[src/rtl/tli_pkg.sv]
// package for the two-level interrupt logic
// assumes one system clock and synchronous active-low reset
package tli_pkg;
    // ==========================================================
    // sizes
    localparam int TLI_NUM_GPIO = 12;
    localparam int TLI_NUM_BLK = 4;
    localparam int TLI_SEC_W = 16;
    localparam int TLI_PRI_W = TLI_NUM_BLK + 1;
    localparam int TLI_GPIO_PRI = TLI_NUM_BLK;
    // ==========================================================
    // reset values
    localparam logic [TLI_SEC_W-1:0] TLI_MASK_RST = 16'hffff;
    localparam logic [TLI_NUM_GPIO-1:0] TLI_GMASK_RST = 12'hfff;
    localparam logic [TLI_NUM_GPIO-1:0] TLI_POL_RST = 12'hfff;
    localparam logic [TLI_NUM_GPIO-1:0] TLI_DIR_RST = 12'hfff;
    // ==========================================================
    // gpio trigger modes
    typedef enum logic [1:0] {
        TLI_TRIG_IDLE = 2'b00,
        TLI_TRIG_ARMED = 2'b01,
        TLI_TRIG_FIRED = 2'b10
    } tli_trig_t;
endpackage : tli_pkg

[src/rtl/tli_sec_if.sv]
// interface carrying one group of secondary interrupt bits
// assumes the caller and the bank share i_clk
`timescale 1ns/1ps
`default_nettype none
interface tli_sec_if #(parameter int W = 16);
    logic [W-1:0] evt;
    logic [W-1:0] clr;
    logic [W-1:0] mask;
    logic [W-1:0] flags;
    logic prim;
    modport ctrl (output evt, output clr, output mask,
                  input flags, input prim);
    modport bank (input evt, input clr, input mask,
                  output flags, output prim);
endinterface : tli_sec_if
`default_nettype wire

[src/rtl/tli_irq_top.sv]
// top of the two-level interrupt logic
// assumes block events are one-cycle or level inputs on i_clk,
// gpio pins are asynchronous, software access is by plain ports
`timescale 1ns/1ps
`default_nettype none
module tli_irq_top (
    // clock and reset
    input wire logic i_clk,
    input wire logic i_rst_n,
    // block event sources, one bank per block
    input wire logic [tli_pkg::TLI_NUM_BLK*tli_pkg::TLI_SEC_W-1:0] i_blk_evt,
    // software clear and mask, one word per block
    input wire logic [tli_pkg::TLI_NUM_BLK*tli_pkg::TLI_SEC_W-1:0] i_blk_clr,
    input wire logic [tli_pkg::TLI_NUM_BLK*tli_pkg::TLI_SEC_W-1:0] i_blk_mask,
    // gpio pins and their setup
    input wire logic [tli_pkg::TLI_NUM_GPIO-1:0] i_gpio,
    input wire logic [tli_pkg::TLI_NUM_GPIO-1:0] i_gpio_is_in,
    input wire logic [tli_pkg::TLI_NUM_GPIO-1:0] i_gpio_act_hi,
    input wire logic [tli_pkg::TLI_NUM_GPIO-1:0] i_gpio_clr,
    input wire logic [tli_pkg::TLI_NUM_GPIO-1:0] i_gpio_mask,
    // status seen by software
    output logic [tli_pkg::TLI_NUM_BLK*tli_pkg::TLI_SEC_W-1:0] o_blk_flags,
    output logic [tli_pkg::TLI_NUM_GPIO-1:0] o_gpio_flags,
    output logic [tli_pkg::TLI_PRI_W-1:0] o_primary,
    // request pin to the host
    output logic o_irq
);
    import tli_pkg::*;

    // ==========================================================
    // gpio synchroniser: first stage read only by second
    logic [TLI_NUM_GPIO-1:0] gpio_s1_r;
    logic [TLI_NUM_GPIO-1:0] gpio_s2_r;
    logic [TLI_NUM_GPIO-1:0] gpio_act_r;
    logic [TLI_NUM_GPIO-1:0] gpio_evt;

    // no reset: stages follow the pins during reset, so a pin
    // already asserted at release is not taken for an edge
    always_ff @(posedge i_clk) begin
        gpio_s1_r <= i_gpio;
        gpio_s2_r <= gpio_s1_r;
    end

    // ==========================================================
    // polarity and edge detect on the asserted level
    function automatic logic [TLI_NUM_GPIO-1:0] asserted(
        input logic [TLI_NUM_GPIO-1:0] lvl,
        input logic [TLI_NUM_GPIO-1:0] hi);
        asserted = ~(lvl ^ hi);
    endfunction : asserted

    // act_r resets to asserted-looking so a pin idling active
    // does not fire at reset release
    always_ff @(posedge i_clk) begin
        if (!i_rst_n) begin
            gpio_act_r <= '1;
        end else begin
            gpio_act_r <= asserted(gpio_s2_r, i_gpio_act_hi);
        end
    end

    // edge trigger: the bit latches, so a held level adds nothing
    assign gpio_evt = asserted(gpio_s2_r, i_gpio_act_hi) & ~gpio_act_r
                      & i_gpio_is_in;

    // ==========================================================
    // banks
    logic [TLI_PRI_W-1:0] prim;

    tli_sec_if #(.W(TLI_SEC_W)) blk_if [TLI_NUM_BLK] ();
    tli_sec_if #(.W(TLI_NUM_GPIO)) gp_if ();

    for (genvar b = 0; b < TLI_NUM_BLK; b++) begin : g_blk
        assign blk_if[b].evt = i_blk_evt[b*TLI_SEC_W +: TLI_SEC_W];
        assign blk_if[b].clr = i_blk_clr[b*TLI_SEC_W +: TLI_SEC_W];
        assign blk_if[b].mask = i_blk_mask[b*TLI_SEC_W +: TLI_SEC_W];
        assign o_blk_flags[b*TLI_SEC_W +: TLI_SEC_W] = blk_if[b].flags;
        assign prim[b] = blk_if[b].prim;
        tli_sec_bank #(.W(TLI_SEC_W)) u_bank (
            .i_clk(i_clk),
            .i_rst_n(i_rst_n),
            .bus(blk_if[b])
        );
    end

    assign gp_if.evt = gpio_evt;
    assign gp_if.clr = i_gpio_clr;
    assign gp_if.mask = i_gpio_mask;
    assign o_gpio_flags = gp_if.flags;
    assign prim[TLI_GPIO_PRI] = gp_if.prim;

    tli_sec_bank #(.W(TLI_NUM_GPIO)) u_gpio_bank (
        .i_clk(i_clk),
        .i_rst_n(i_rst_n),
        .bus(gp_if)
    );

    // ==========================================================
    // registered request pin, one cycle after primary
    logic irq_r;

    always_ff @(posedge i_clk) begin
        if (!i_rst_n) begin
            irq_r <= 1'b0;
        end else begin
            irq_r <= |prim;
        end
    end

    assign o_primary = prim;
    assign o_irq = irq_r;

    // ==========================================================
    // checks on the request pin
    // pin is registered, hence one cycle behind the primaries
    AST_IRQ_FOLLOWS: assert property (
        @(posedge i_clk) disable iff (!i_rst_n)
        |prim |=> o_irq)
        else $error("request pin missed active primary");
    AST_IRQ_DROPS: assert property (
        @(posedge i_clk) disable iff (!i_rst_n)
        !(|prim) |=> !o_irq)
        else $error("request pin stuck with no primary");
    AST_IRQ_SOURCE: assert property (
        @(posedge i_clk) disable iff (!i_rst_n)
        o_irq |-> $past(|prim))
        else $error("request pin raised with no primary");
    // first cycle after any reset: nothing pending, no stray edge
    AST_RST_QUIET: assert property (
        @(posedge i_clk) disable iff (!i_rst_n)
        $rose(i_rst_n) |-> !o_irq && (o_blk_flags == '0)
        && (o_gpio_flags == '0) && (gpio_evt == '0))
        else $error("state not quiet after reset");

    // ==========================================================
    // checks on the gpio triggers
    AST_GPIO_EDGE: assert property (
        @(posedge i_clk) disable iff (!i_rst_n)
        i_gpio_is_in[0] && i_gpio_act_hi[0] && !gpio_s2_r[0]
        ##1 gpio_s2_r[0] && i_gpio_is_in[0] && i_gpio_act_hi[0]
        |=> o_gpio_flags[0])
        else $error("gpio edge did not set its bit");
    AST_GPIO_LOW: assert property (
        @(posedge i_clk) disable iff (!i_rst_n)
        i_gpio_is_in[1] && !i_gpio_act_hi[1] && gpio_s2_r[1]
        ##1 !gpio_s2_r[1] && i_gpio_is_in[1] && !i_gpio_act_hi[1]
        |=> o_gpio_flags[1])
        else $error("active-low gpio did not set its bit");
    AST_OUT_DIR: assert property (
        @(posedge i_clk) disable iff (!i_rst_n)
        !i_gpio_is_in[2] |-> !gpio_evt[2])
        else $error("output gpio raised an event");

    // every pin; the past reset term skips the cycle where the
    // edge detector still holds its reset value
    for (genvar g = 0; g < TLI_NUM_GPIO; g++) begin : g_pin_chk
        AST_PIN_EDGE: assert property (
            @(posedge i_clk) disable iff (!i_rst_n)
            $past(i_rst_n) && i_gpio_is_in[g]
            && $stable(i_gpio_act_hi[g]) && $changed(gpio_s2_r[g])
            && (gpio_s2_r[g] == i_gpio_act_hi[g])
            |=> o_gpio_flags[g])
            else $error("gpio pin edge did not set its bit");
        AST_NO_RETRIG: assert property (
            @(posedge i_clk) disable iff (!i_rst_n)
            gpio_evt[g] ##1 $stable(i_gpio_act_hi[g]) |-> !gpio_evt[g])
            else $error("held gpio level fired twice");
    end

    // ==========================================================
    // checks on the latched words
    AST_READ_KEEP: assert property (
        @(posedge i_clk) disable iff (!i_rst_n)
        o_blk_flags[0] && !i_blk_clr[0] |=> o_blk_flags[0])
        else $error("bit lost without clear");
    AST_BLK_SET: assert property (
        @(posedge i_clk) disable iff (!i_rst_n)
        (i_blk_evt != '0) |=>
        ((o_blk_flags & $past(i_blk_evt)) == $past(i_blk_evt)))
        else $error("block event not recorded");
    // set wins over a clear in the same cycle
    AST_BLK_CLR: assert property (
        @(posedge i_clk) disable iff (!i_rst_n)
        ((i_blk_clr & ~i_blk_evt) != '0) |=>
        ((o_blk_flags & $past(i_blk_clr & ~i_blk_evt)) == '0))
        else $error("block bit not cleared by a one");
    AST_BLK_KEEP: assert property (
        @(posedge i_clk) disable iff (!i_rst_n)
        1'b1 |=> ((o_blk_flags & $past(o_blk_flags & ~i_blk_clr))
        == $past(o_blk_flags & ~i_blk_clr)))
        else $error("block bit dropped without a one");
    AST_GPIO_KEEP: assert property (
        @(posedge i_clk) disable iff (!i_rst_n)
        1'b1 |=> ((o_gpio_flags & $past(o_gpio_flags & ~i_gpio_clr))
        == $past(o_gpio_flags & ~i_gpio_clr)))
        else $error("gpio bit dropped without a one");

    // ==========================================================
    // scenarios worth seeing
    COV_IRQ_CYCLE: cover property (@(posedge i_clk) disable iff (!i_rst_n)
        !o_irq ##1 o_irq ##[1:20] !o_irq);
    COV_GPIO_IRQ: cover property (@(posedge i_clk) disable iff (!i_rst_n)
        gpio_evt[0] ##[1:3] o_irq);
    COV_MASKED: cover property (@(posedge i_clk) disable iff (!i_rst_n)
        o_gpio_flags[3] && i_gpio_mask[3] && !o_irq);
    COV_HOST_CLEAR: cover property (@(posedge i_clk) disable iff (!i_rst_n)
        o_irq ##1 (i_blk_clr != '0) ##[1:3] !o_irq);
endmodule : tli_irq_top
`default_nettype wire

[src/rtl/tli_sec_bank.sv]
// latching secondary bank with masked or into one primary
// assumes events and clears are synchronous to i_clk
`timescale 1ns/1ps
`default_nettype none
module tli_sec_bank #(
    parameter int W = 16
) (
    // clock and reset
    input wire logic i_clk,
    input wire logic i_rst_n,
    // bank side
    tli_sec_if.bank bus
);
    import tli_pkg::*;

    logic [W-1:0] flags_r;
    logic [W-1:0] flags_nxt;

    // ==========================================================
    // latch: set beats clear so no event is lost
    always_comb begin
        flags_nxt = (flags_r & ~bus.clr) | bus.evt;
    end

    always_ff @(posedge i_clk) begin
        if (!i_rst_n) begin
            flags_r <= '0;
        end else begin
            flags_r <= flags_nxt;
        end
    end

    assign bus.flags = flags_r;
    assign bus.prim = |(flags_r & ~bus.mask);

    // ==========================================================
    // checks
    AST_LATCH_HOLD: assert property (
        @(posedge i_clk) disable iff (!i_rst_n)
        flags_r[0] && !bus.clr[0] |=> flags_r[0])
        else $error("secondary bit dropped without clear");
    AST_CLEAR: assert property (
        @(posedge i_clk) disable iff (!i_rst_n)
        bus.clr[0] && !bus.evt[0] |=> !flags_r[0])
        else $error("write one did not clear bit");
    AST_SET: assert property (
        @(posedge i_clk) disable iff (!i_rst_n)
        bus.evt[0] |=> flags_r[0])
        else $error("event not recorded");
    AST_PRIM_OR: assert property (
        @(posedge i_clk) disable iff (!i_rst_n)
        bus.evt[0] ##1 !bus.mask[0] |-> bus.prim)
        else $error("primary not raised by unmasked bit");
    AST_MASKED: assert property (
        @(posedge i_clk) disable iff (!i_rst_n)
        (&bus.mask) |-> !bus.prim)
        else $error("masked bits reach primary");
    COV_SET_CLR: cover property (@(posedge i_clk) disable iff (!i_rst_n)
        bus.evt[0] ##1 flags_r[0] ##[1:4] bus.clr[0] ##1 !flags_r[0]);
endmodule : tli_sec_bank
`default_nettype wire

[config.mk]
export PLATFORM = sky130hd
export DESIGN_NAME = tli_irq_top
export DESIGN_NICKNAME = d
export VERILOG_FILES = /design/src/rtl/tli_pkg.sv /design/src/rtl/tli_sec_if.sv /design/src/rtl/tli_irq_top.sv /design/src/rtl/tli_sec_bank.sv
export SDC_FILE = /design/constraint.sdc
export NUM_CORES = 1
export LEC_CHECK = 0
export BUFFER_PORTS_ARGS = -buffer_cell sky130_fd_sc_hd__buf_2
export CORE_AREA = 2 2 130 132
export DETAILED_ROUTE_END_ITERATION = 12
export DIE_AREA = 0 0 132 134
export HOLD_SLACK_MARGIN = 0.05
export SLEW_MARGIN = 20
export SYNTH_ARGS = -nofsm -noshare
export SYNTH_HDL_FRONTEND = slang
export SYNTH_HIERARCHICAL = 1
export SYNTH_SLANG_ARGS = --single-unit
[constraint.sdc]
create_clock -name i_clk -period 2.4 [get_ports i_clk]
set_clock_uncertainty 0.1 [all_clocks]
set_input_delay 0.24 -clock i_clk [delete_from_list [all_inputs] [get_ports i_clk]]
set_output_delay 0.24 -clock i_clk [all_outputs]
set_load 0.05 [all_outputs]
Word level (Yosys, flattened, before mapping)
Index checks and enable logic that the tools add are counted.
Word-level totals
  input bits: 254
  logic and storage cells: 45
  output and inout bits: 82
  register bits after elaboration: 113
  bits in latches: 0
  memories: 0
  memory bits (read-only): 0
  bits in writable memories: 0
Operators by class
  bitwise gates (word level): 30
  reduce and logical (&&, ||, !) cells: 6
  mux-type cells: 0
  shift-type cells: 0
  multipliers: 0
  $add $sub $neg: 0
  divide/modulo/power cells: 0
  eq/ne operators: 0
  $lt $le $gt $ge: 0
Operator list (count)
  $and 16x16->16: 8
  $not 16->16: 8
  $reduce_or 76->1: 1
  $or 16x16->16: 4
  $reduce_or 16->1: 4
  $and 12x12->12: 4
  $not 12->12: 4
  $or 12x12->12: 1
  $reduce_or 12->1: 1
  $xor 12x12->12: 1

Longest topological paths before layout
  word-level depth: 5
  gate-level depth with buffers: 5
  depth with buffers taken out: 5

Cells and area by module
The synthesis kept the hierarchy.
By module, submodules not included
  tli_sec_bank at g_blk[0].u_bank ...: times used 4, cells each 71, sequential area each 320.3 µm², area each 709.4 µm²
  tli_irq_top: times used 1, cells each 81, sequential area each 740.7 µm², area each 1037.2 µm²
  tli_sec_bank at u_gpio_bank: times used 1, cells each 53, sequential area each 240.2 µm², area each 520.5 µm²

Least setup slack after synthesis
OpenSTA, ideal clock, no wires.
  kind: register to register
  start point: reg u_gpio_bank.flags_r[11], in the netlist u_gpio_bank/bus.flags[11]
  end point: reg irq_r, in the netlist o_irq
  buffers on the path: 0
  required time: 2.185 ns
  arrival time: 1.808 ns
  stages on the path, launching flop included: 6
  setup slack: 0.377 ns
  setup time: 0.115 ns
  clock period less this slack: 2.023 ns
  cell sequence: dfxtp_1 > nor2b_1 > a2111oi_1 > nand3_1 > or4_1 > o21a_1
On the way
  longest elaborated chain between the ends: 2
Ends and longest elaborated chain
  start, declared: RTL line tli_sec_bank.sv:16  | logic [W-1:0] flags_r;
  start signal, assigned: RTL line tli_sec_bank.sv:29  | flags_r <= flags_nxt;
  $and 12x12->12: RTL line tli_sec_bank.sv:34  | assign bus.prim = |(flags_r & ~bus.mask);
  $reduce_or 76->1: RTL line tli_irq_top.sv:106  | irq_r <= |prim;
  end signal, assigned: RTL line tli_irq_top.sv:106
  end, declared: RTL line tli_irq_top.sv:100  | logic irq_r;
Every way passes these cells.
A chain may end at the register's enable or synchronous reset.

Final worst setup path
  start point: reg u_gpio_bank.flags_r[11], in the netlist u_gpio_bank/bus.flags[11]
  end point: out o_primary[4] in the netlist's numbering
On the way
  longest elaborated chain between the ends: 2
Ends and longest elaborated chain
  $and 12x12->12: RTL line tli_sec_bank.sv:34
  $reduce_or 12->1: RTL line tli_sec_bank.sv:34
  end, declared: RTL line tli_irq_top.sv:24  | output logic [tli_pkg::TLI_PRI_W-1:0] o_primary,
Every way passes these cells.

==> results.txt <==
The proportion of netlist area held by the largest area contributor came out at 0.515. On the worst path, the slowest cell contributes a delay of between 500 and 600 ps. The data required time at the worst endpoint is 2060 ps. The die span in y is around 130 microns. The warning count from the yosys run came out at 6. The fraction of final layout cells with drive strength greater than 1 is 0.415. The initial standard-cell utilization of the core came out at 0.270.

Wires add up to about 16 mm. In the synthesized netlist, the cells that appear most often are 120 x sky130_fd_sc_hd__nor2b_1, 113 x sky130_fd_sc_hd__dfxtp_1, 77 x sky130_fd_sc_hd__o21a_1, 15 x sky130_fd_sc_hd__a2111oi_1, 15 x sky130_fd_sc_hd__inv_1. The peak ir drop on the vdd network is approximately 0.41 mV. The flop and latch count out of synthesis came out at approximately 110. The residual overflow from global routing is 0.

On the critical path, the stage with the largest delay is an instance of sky130_fd_sc_hd__a2111oi_1. Synthesis produced a netlist with a net count of roughly 670. The detailed router's first-iteration violation count came out at 118. The transition time at the pin with the least slew margin came out at between 600 and 700 ps.

Buffers placed on the I/O ports in this run total about 340. The achievable frequency is about 440 MHz. The number of antenna violations at the first check in global routing is 0. The root buffer cell chosen for the clock tree is sky130_fd_sc_hd__clkbuf_16.

The synthesized area divided by synthesized cell count came out at about 11 sq um. The placement row count is between 40 and 50. Ranked by total cell area, the synthesized netlist is headed by sky130_fd_sc_hd__dfxtp_1 51%, sky130_fd_sc_hd__nor2b_1 17%, sky130_fd_sc_hd__o21a_1 13%. The total via count in the routed design is 4812. sky130_fd_sc_hd__dfxtp_1 takes more of the synthesized area than any other cell. The number of maximum-capacitance constraint violations came out at 0. Setup repair after global routing left no endpoint under its margin. The worst setup path category is flop to output pin. The combined area of all synthesized cells is 0.00440 sq mm. At the worst endpoint, the arrival time is 1940 ps. The number of hold-slack violations in the final timing report came out at 0. The post-synthesis instance total came out at about 420. The growth of design area from synthesis to finish came out at 94.3%. The setup TNS is 0 ps. The largest fanout of any net on the critical path is 3. The full die area is 0.0177 sq mm. The detailed-router iteration count before antenna repair is 4. The routed via count divided by cell count came out at about 4.2. The die boundary width is between 100 and 150 microns. The count of nets after finishing is about 1200. The final-report setup violation count is 0.

The insertion delay to the later sink of the worst-skew pair is 410 ps. The weighted congestion reported at the end of routability-driven placement is between 0.7 and 0.8. The number of global-route vias before repair is roughly 5200. Among all flip-flop cells after synthesis, the most frequent one is sky130_fd_sc_hd__dfxtp_1. The area of the placeable core came out at 0.0163 sq mm.

The maximum number of pins on one net before global-route repair came out at 37. The combined global-route utilization of all metal layers is 0.183. The overall power is between 5000 and 6000 uW. The startpoint kind of the worst setup timing path is a flop. The total power density per cell area came out at 674 mW/mm^2. The share of the yosys chip area belonging to registers came out at 0.515. The ratio of final minimum period to clock period came out at 0.950. Subtracting the final worst setup slack from the clock period gives between 2000 and 2500 ps. The core utilization of the finished layout came out at 0.524. The headroom to the max-slew limit is 0.581. The first global-routing pass estimated between 20 and 30 mm of wire. Among all cell types in the netlist, the one instantiated most often is sky130_fd_sc_hd__nor2b_1. Pin placement for this block handled 336 I/O pins. The post-detailed-route DRC marker count came out at 0. The synthesized design contains 0 enable-type register cells. The post-detailed-route wirelength per cell came out at roughly 14 microns. The share of flip-flops with an asynchronous set or reset after synthesis is 0.

The CTS clock-pin slew for the worst setup and hold paths came out at roughly 60 ps. The count of pins over their slew limit was 0. The number of buffers on the longest clock path came out at 2.

For this design the static power due to leakage is approximately 0.004 uW. Counting distinct cell types in the post-synthesis netlist gives 18. 0 antenna diodes ended up in the layout. The total clock sinks came out at roughly 110.

In this run the worst hold path is classified as primary input to flop. The critical path goes through nor2b_1 > a2111oi_1 > nand3_1 > buf_2. The detailed-placement wirelength estimate came out at approximately 11 mm. The total CTS buffers came out at 17. CTS built an H-tree with a depth of 4.

The worst setup path is captured at an output pin. Hold is met by ~70 ps. The run finished with clean final reports.

The count of nets left with antenna violations once routing finished came out at 0. TritonCTS built the clock tree.
-- path summary, 6_finish.rpt --
| kind | slack, ps | cells after the start | startpoint | endpoint |
|---|---|---|---|---|
| worst max-delay path | 120 | 4 | u_gpio_bank/bus.flags[11] | o_primary[4] |
| worst min-delay path | 70 | 3 | i_blk_clr[1] | g_blk[0].u_bank/bus.flags[1] |
| worst max register to register | 210 | 5 | u_gpio_bank/bus.flags[11] | o_irq |
| worst min register to register | 220 | 0 | gpio_s1_r[5] | gpio_s2_r[5] |
-- sequential cells by signal, summed over array words and instances, names as in the netlist --
signal                  flops
gpio_act_r                 12
g_blk.u_bank/bus.flags     64
o_irq                       1
u_gpio_bank/bus.flags      12
gpio_s1_r                  12
gpio_s2_r                  12
-- per-stage QoR --
step	area, sq um	instances	setup WS (ps)
final	8540	1155	121
after global routing	8540	1155	6.26
after CTS	8540	1155	42.6
after detailed placement	6310	961	180
after global placement	6310	961	242
after floorplan	4400	418	377
-- layout by cell type (no fill, tap or decap), types with 2 or more instances in the layout --
master | synthesis | routed
sky130_fd_sc_hd__nor3b_1 | 12 | 12
sky130_fd_sc_hd__inv_8 | 0 | 3
sky130_fd_sc_hd__o21a_1 | 77 | 77
sky130_fd_sc_hd__inv_6 | 0 | 9
sky130_fd_sc_hd__bufinv_16 | 0 | 2
sky130_fd_sc_hd__clkinv_1 | 4 | 4
sky130_fd_sc_hd__a2111oi_1 | 15 | 14
sky130_fd_sc_hd__dfxtp_1 | 113 | 113
sky130_fd_sc_hd__nor2b_1 | 120 | 120
sky130_fd_sc_hd__buf_12 | 0 | 2
sky130_fd_sc_hd__nor2b_4 | 9 | 9
sky130_fd_sc_hd__clkbuf_16 | 0 | 17
sky130_fd_sc_hd__xor2_1 | 12 | 12
sky130_fd_sc_hd__a2111oi_2 | 4 | 5
sky130_fd_sc_hd__buf_2 | 9 | 335
sky130_fd_sc_hd__nand2_1 | 12 | 12
sky130_fd_sc_hd__nor2b_2 | 4 | 4
sky130_fd_sc_hd__nand4_1 | 4 | 4
sky130_fd_sc_hd__dlygate4sd3_1 | 0 | 162
sky130_fd_sc_hd__inv_1 | 15 | 15
-- cell type report --
class                   count  area [sq um]
fillers                  1465          7750
repair buffers            500          3350
flip-flops and latches    113          2260
multi-input cells         271          1980
clock buffers              17           425
well taps                 220           275
clock inverters            15           180
inverters                  19          71.3
-- metal layers --
metal | vias up | wire (microns) | global-route usage
met3 | 12 | 1140 | 0.0605
met1 | 2180 | 6250 | 0.187
met2 | 209 | 8640 | 0.355
met4 | 0 | 141 | 0.0471
met5 | - | 0 | 0
li1 | 2411 | - | -
-- logic make-up after synthesis --
family / count (synthesis) / synth area share
AND/OR/NAND/NOR: 163 / 0.246
XOR/XNOR: 12 / 0.0239
AO/OA/AOI/OAI: 96 / 0.179
buffers and inverters: 34 / 0.0359
flip-flops: 113 / 0.515
-- worst max-delay path: cells and delay by family (launching register included) --
family	cells	cell delay, ps
AO/OA/AOI/OAI	1	570
buffers and inverters	1	280
flip-flops	1	320
AND/OR/NAND/NOR	2	360
-- power by group --
part / leakage [uW] / internal [uW] / switching (uW)
Sequential: 0.000944 / 1990 / 65.6
Combinational: 0.00288 / 544 / 565
Clock: 0.000297 / 1580 / 1010
-- repair_timing --
item	CTS	global route
endpoints found under the setup margin	0	1
hold endpoints to repair	100	0
hold buffers	162	0
buffers inserted	0	0
resized for setup	0	1
No activity file was read; power rests on OpenSTA's default activity.
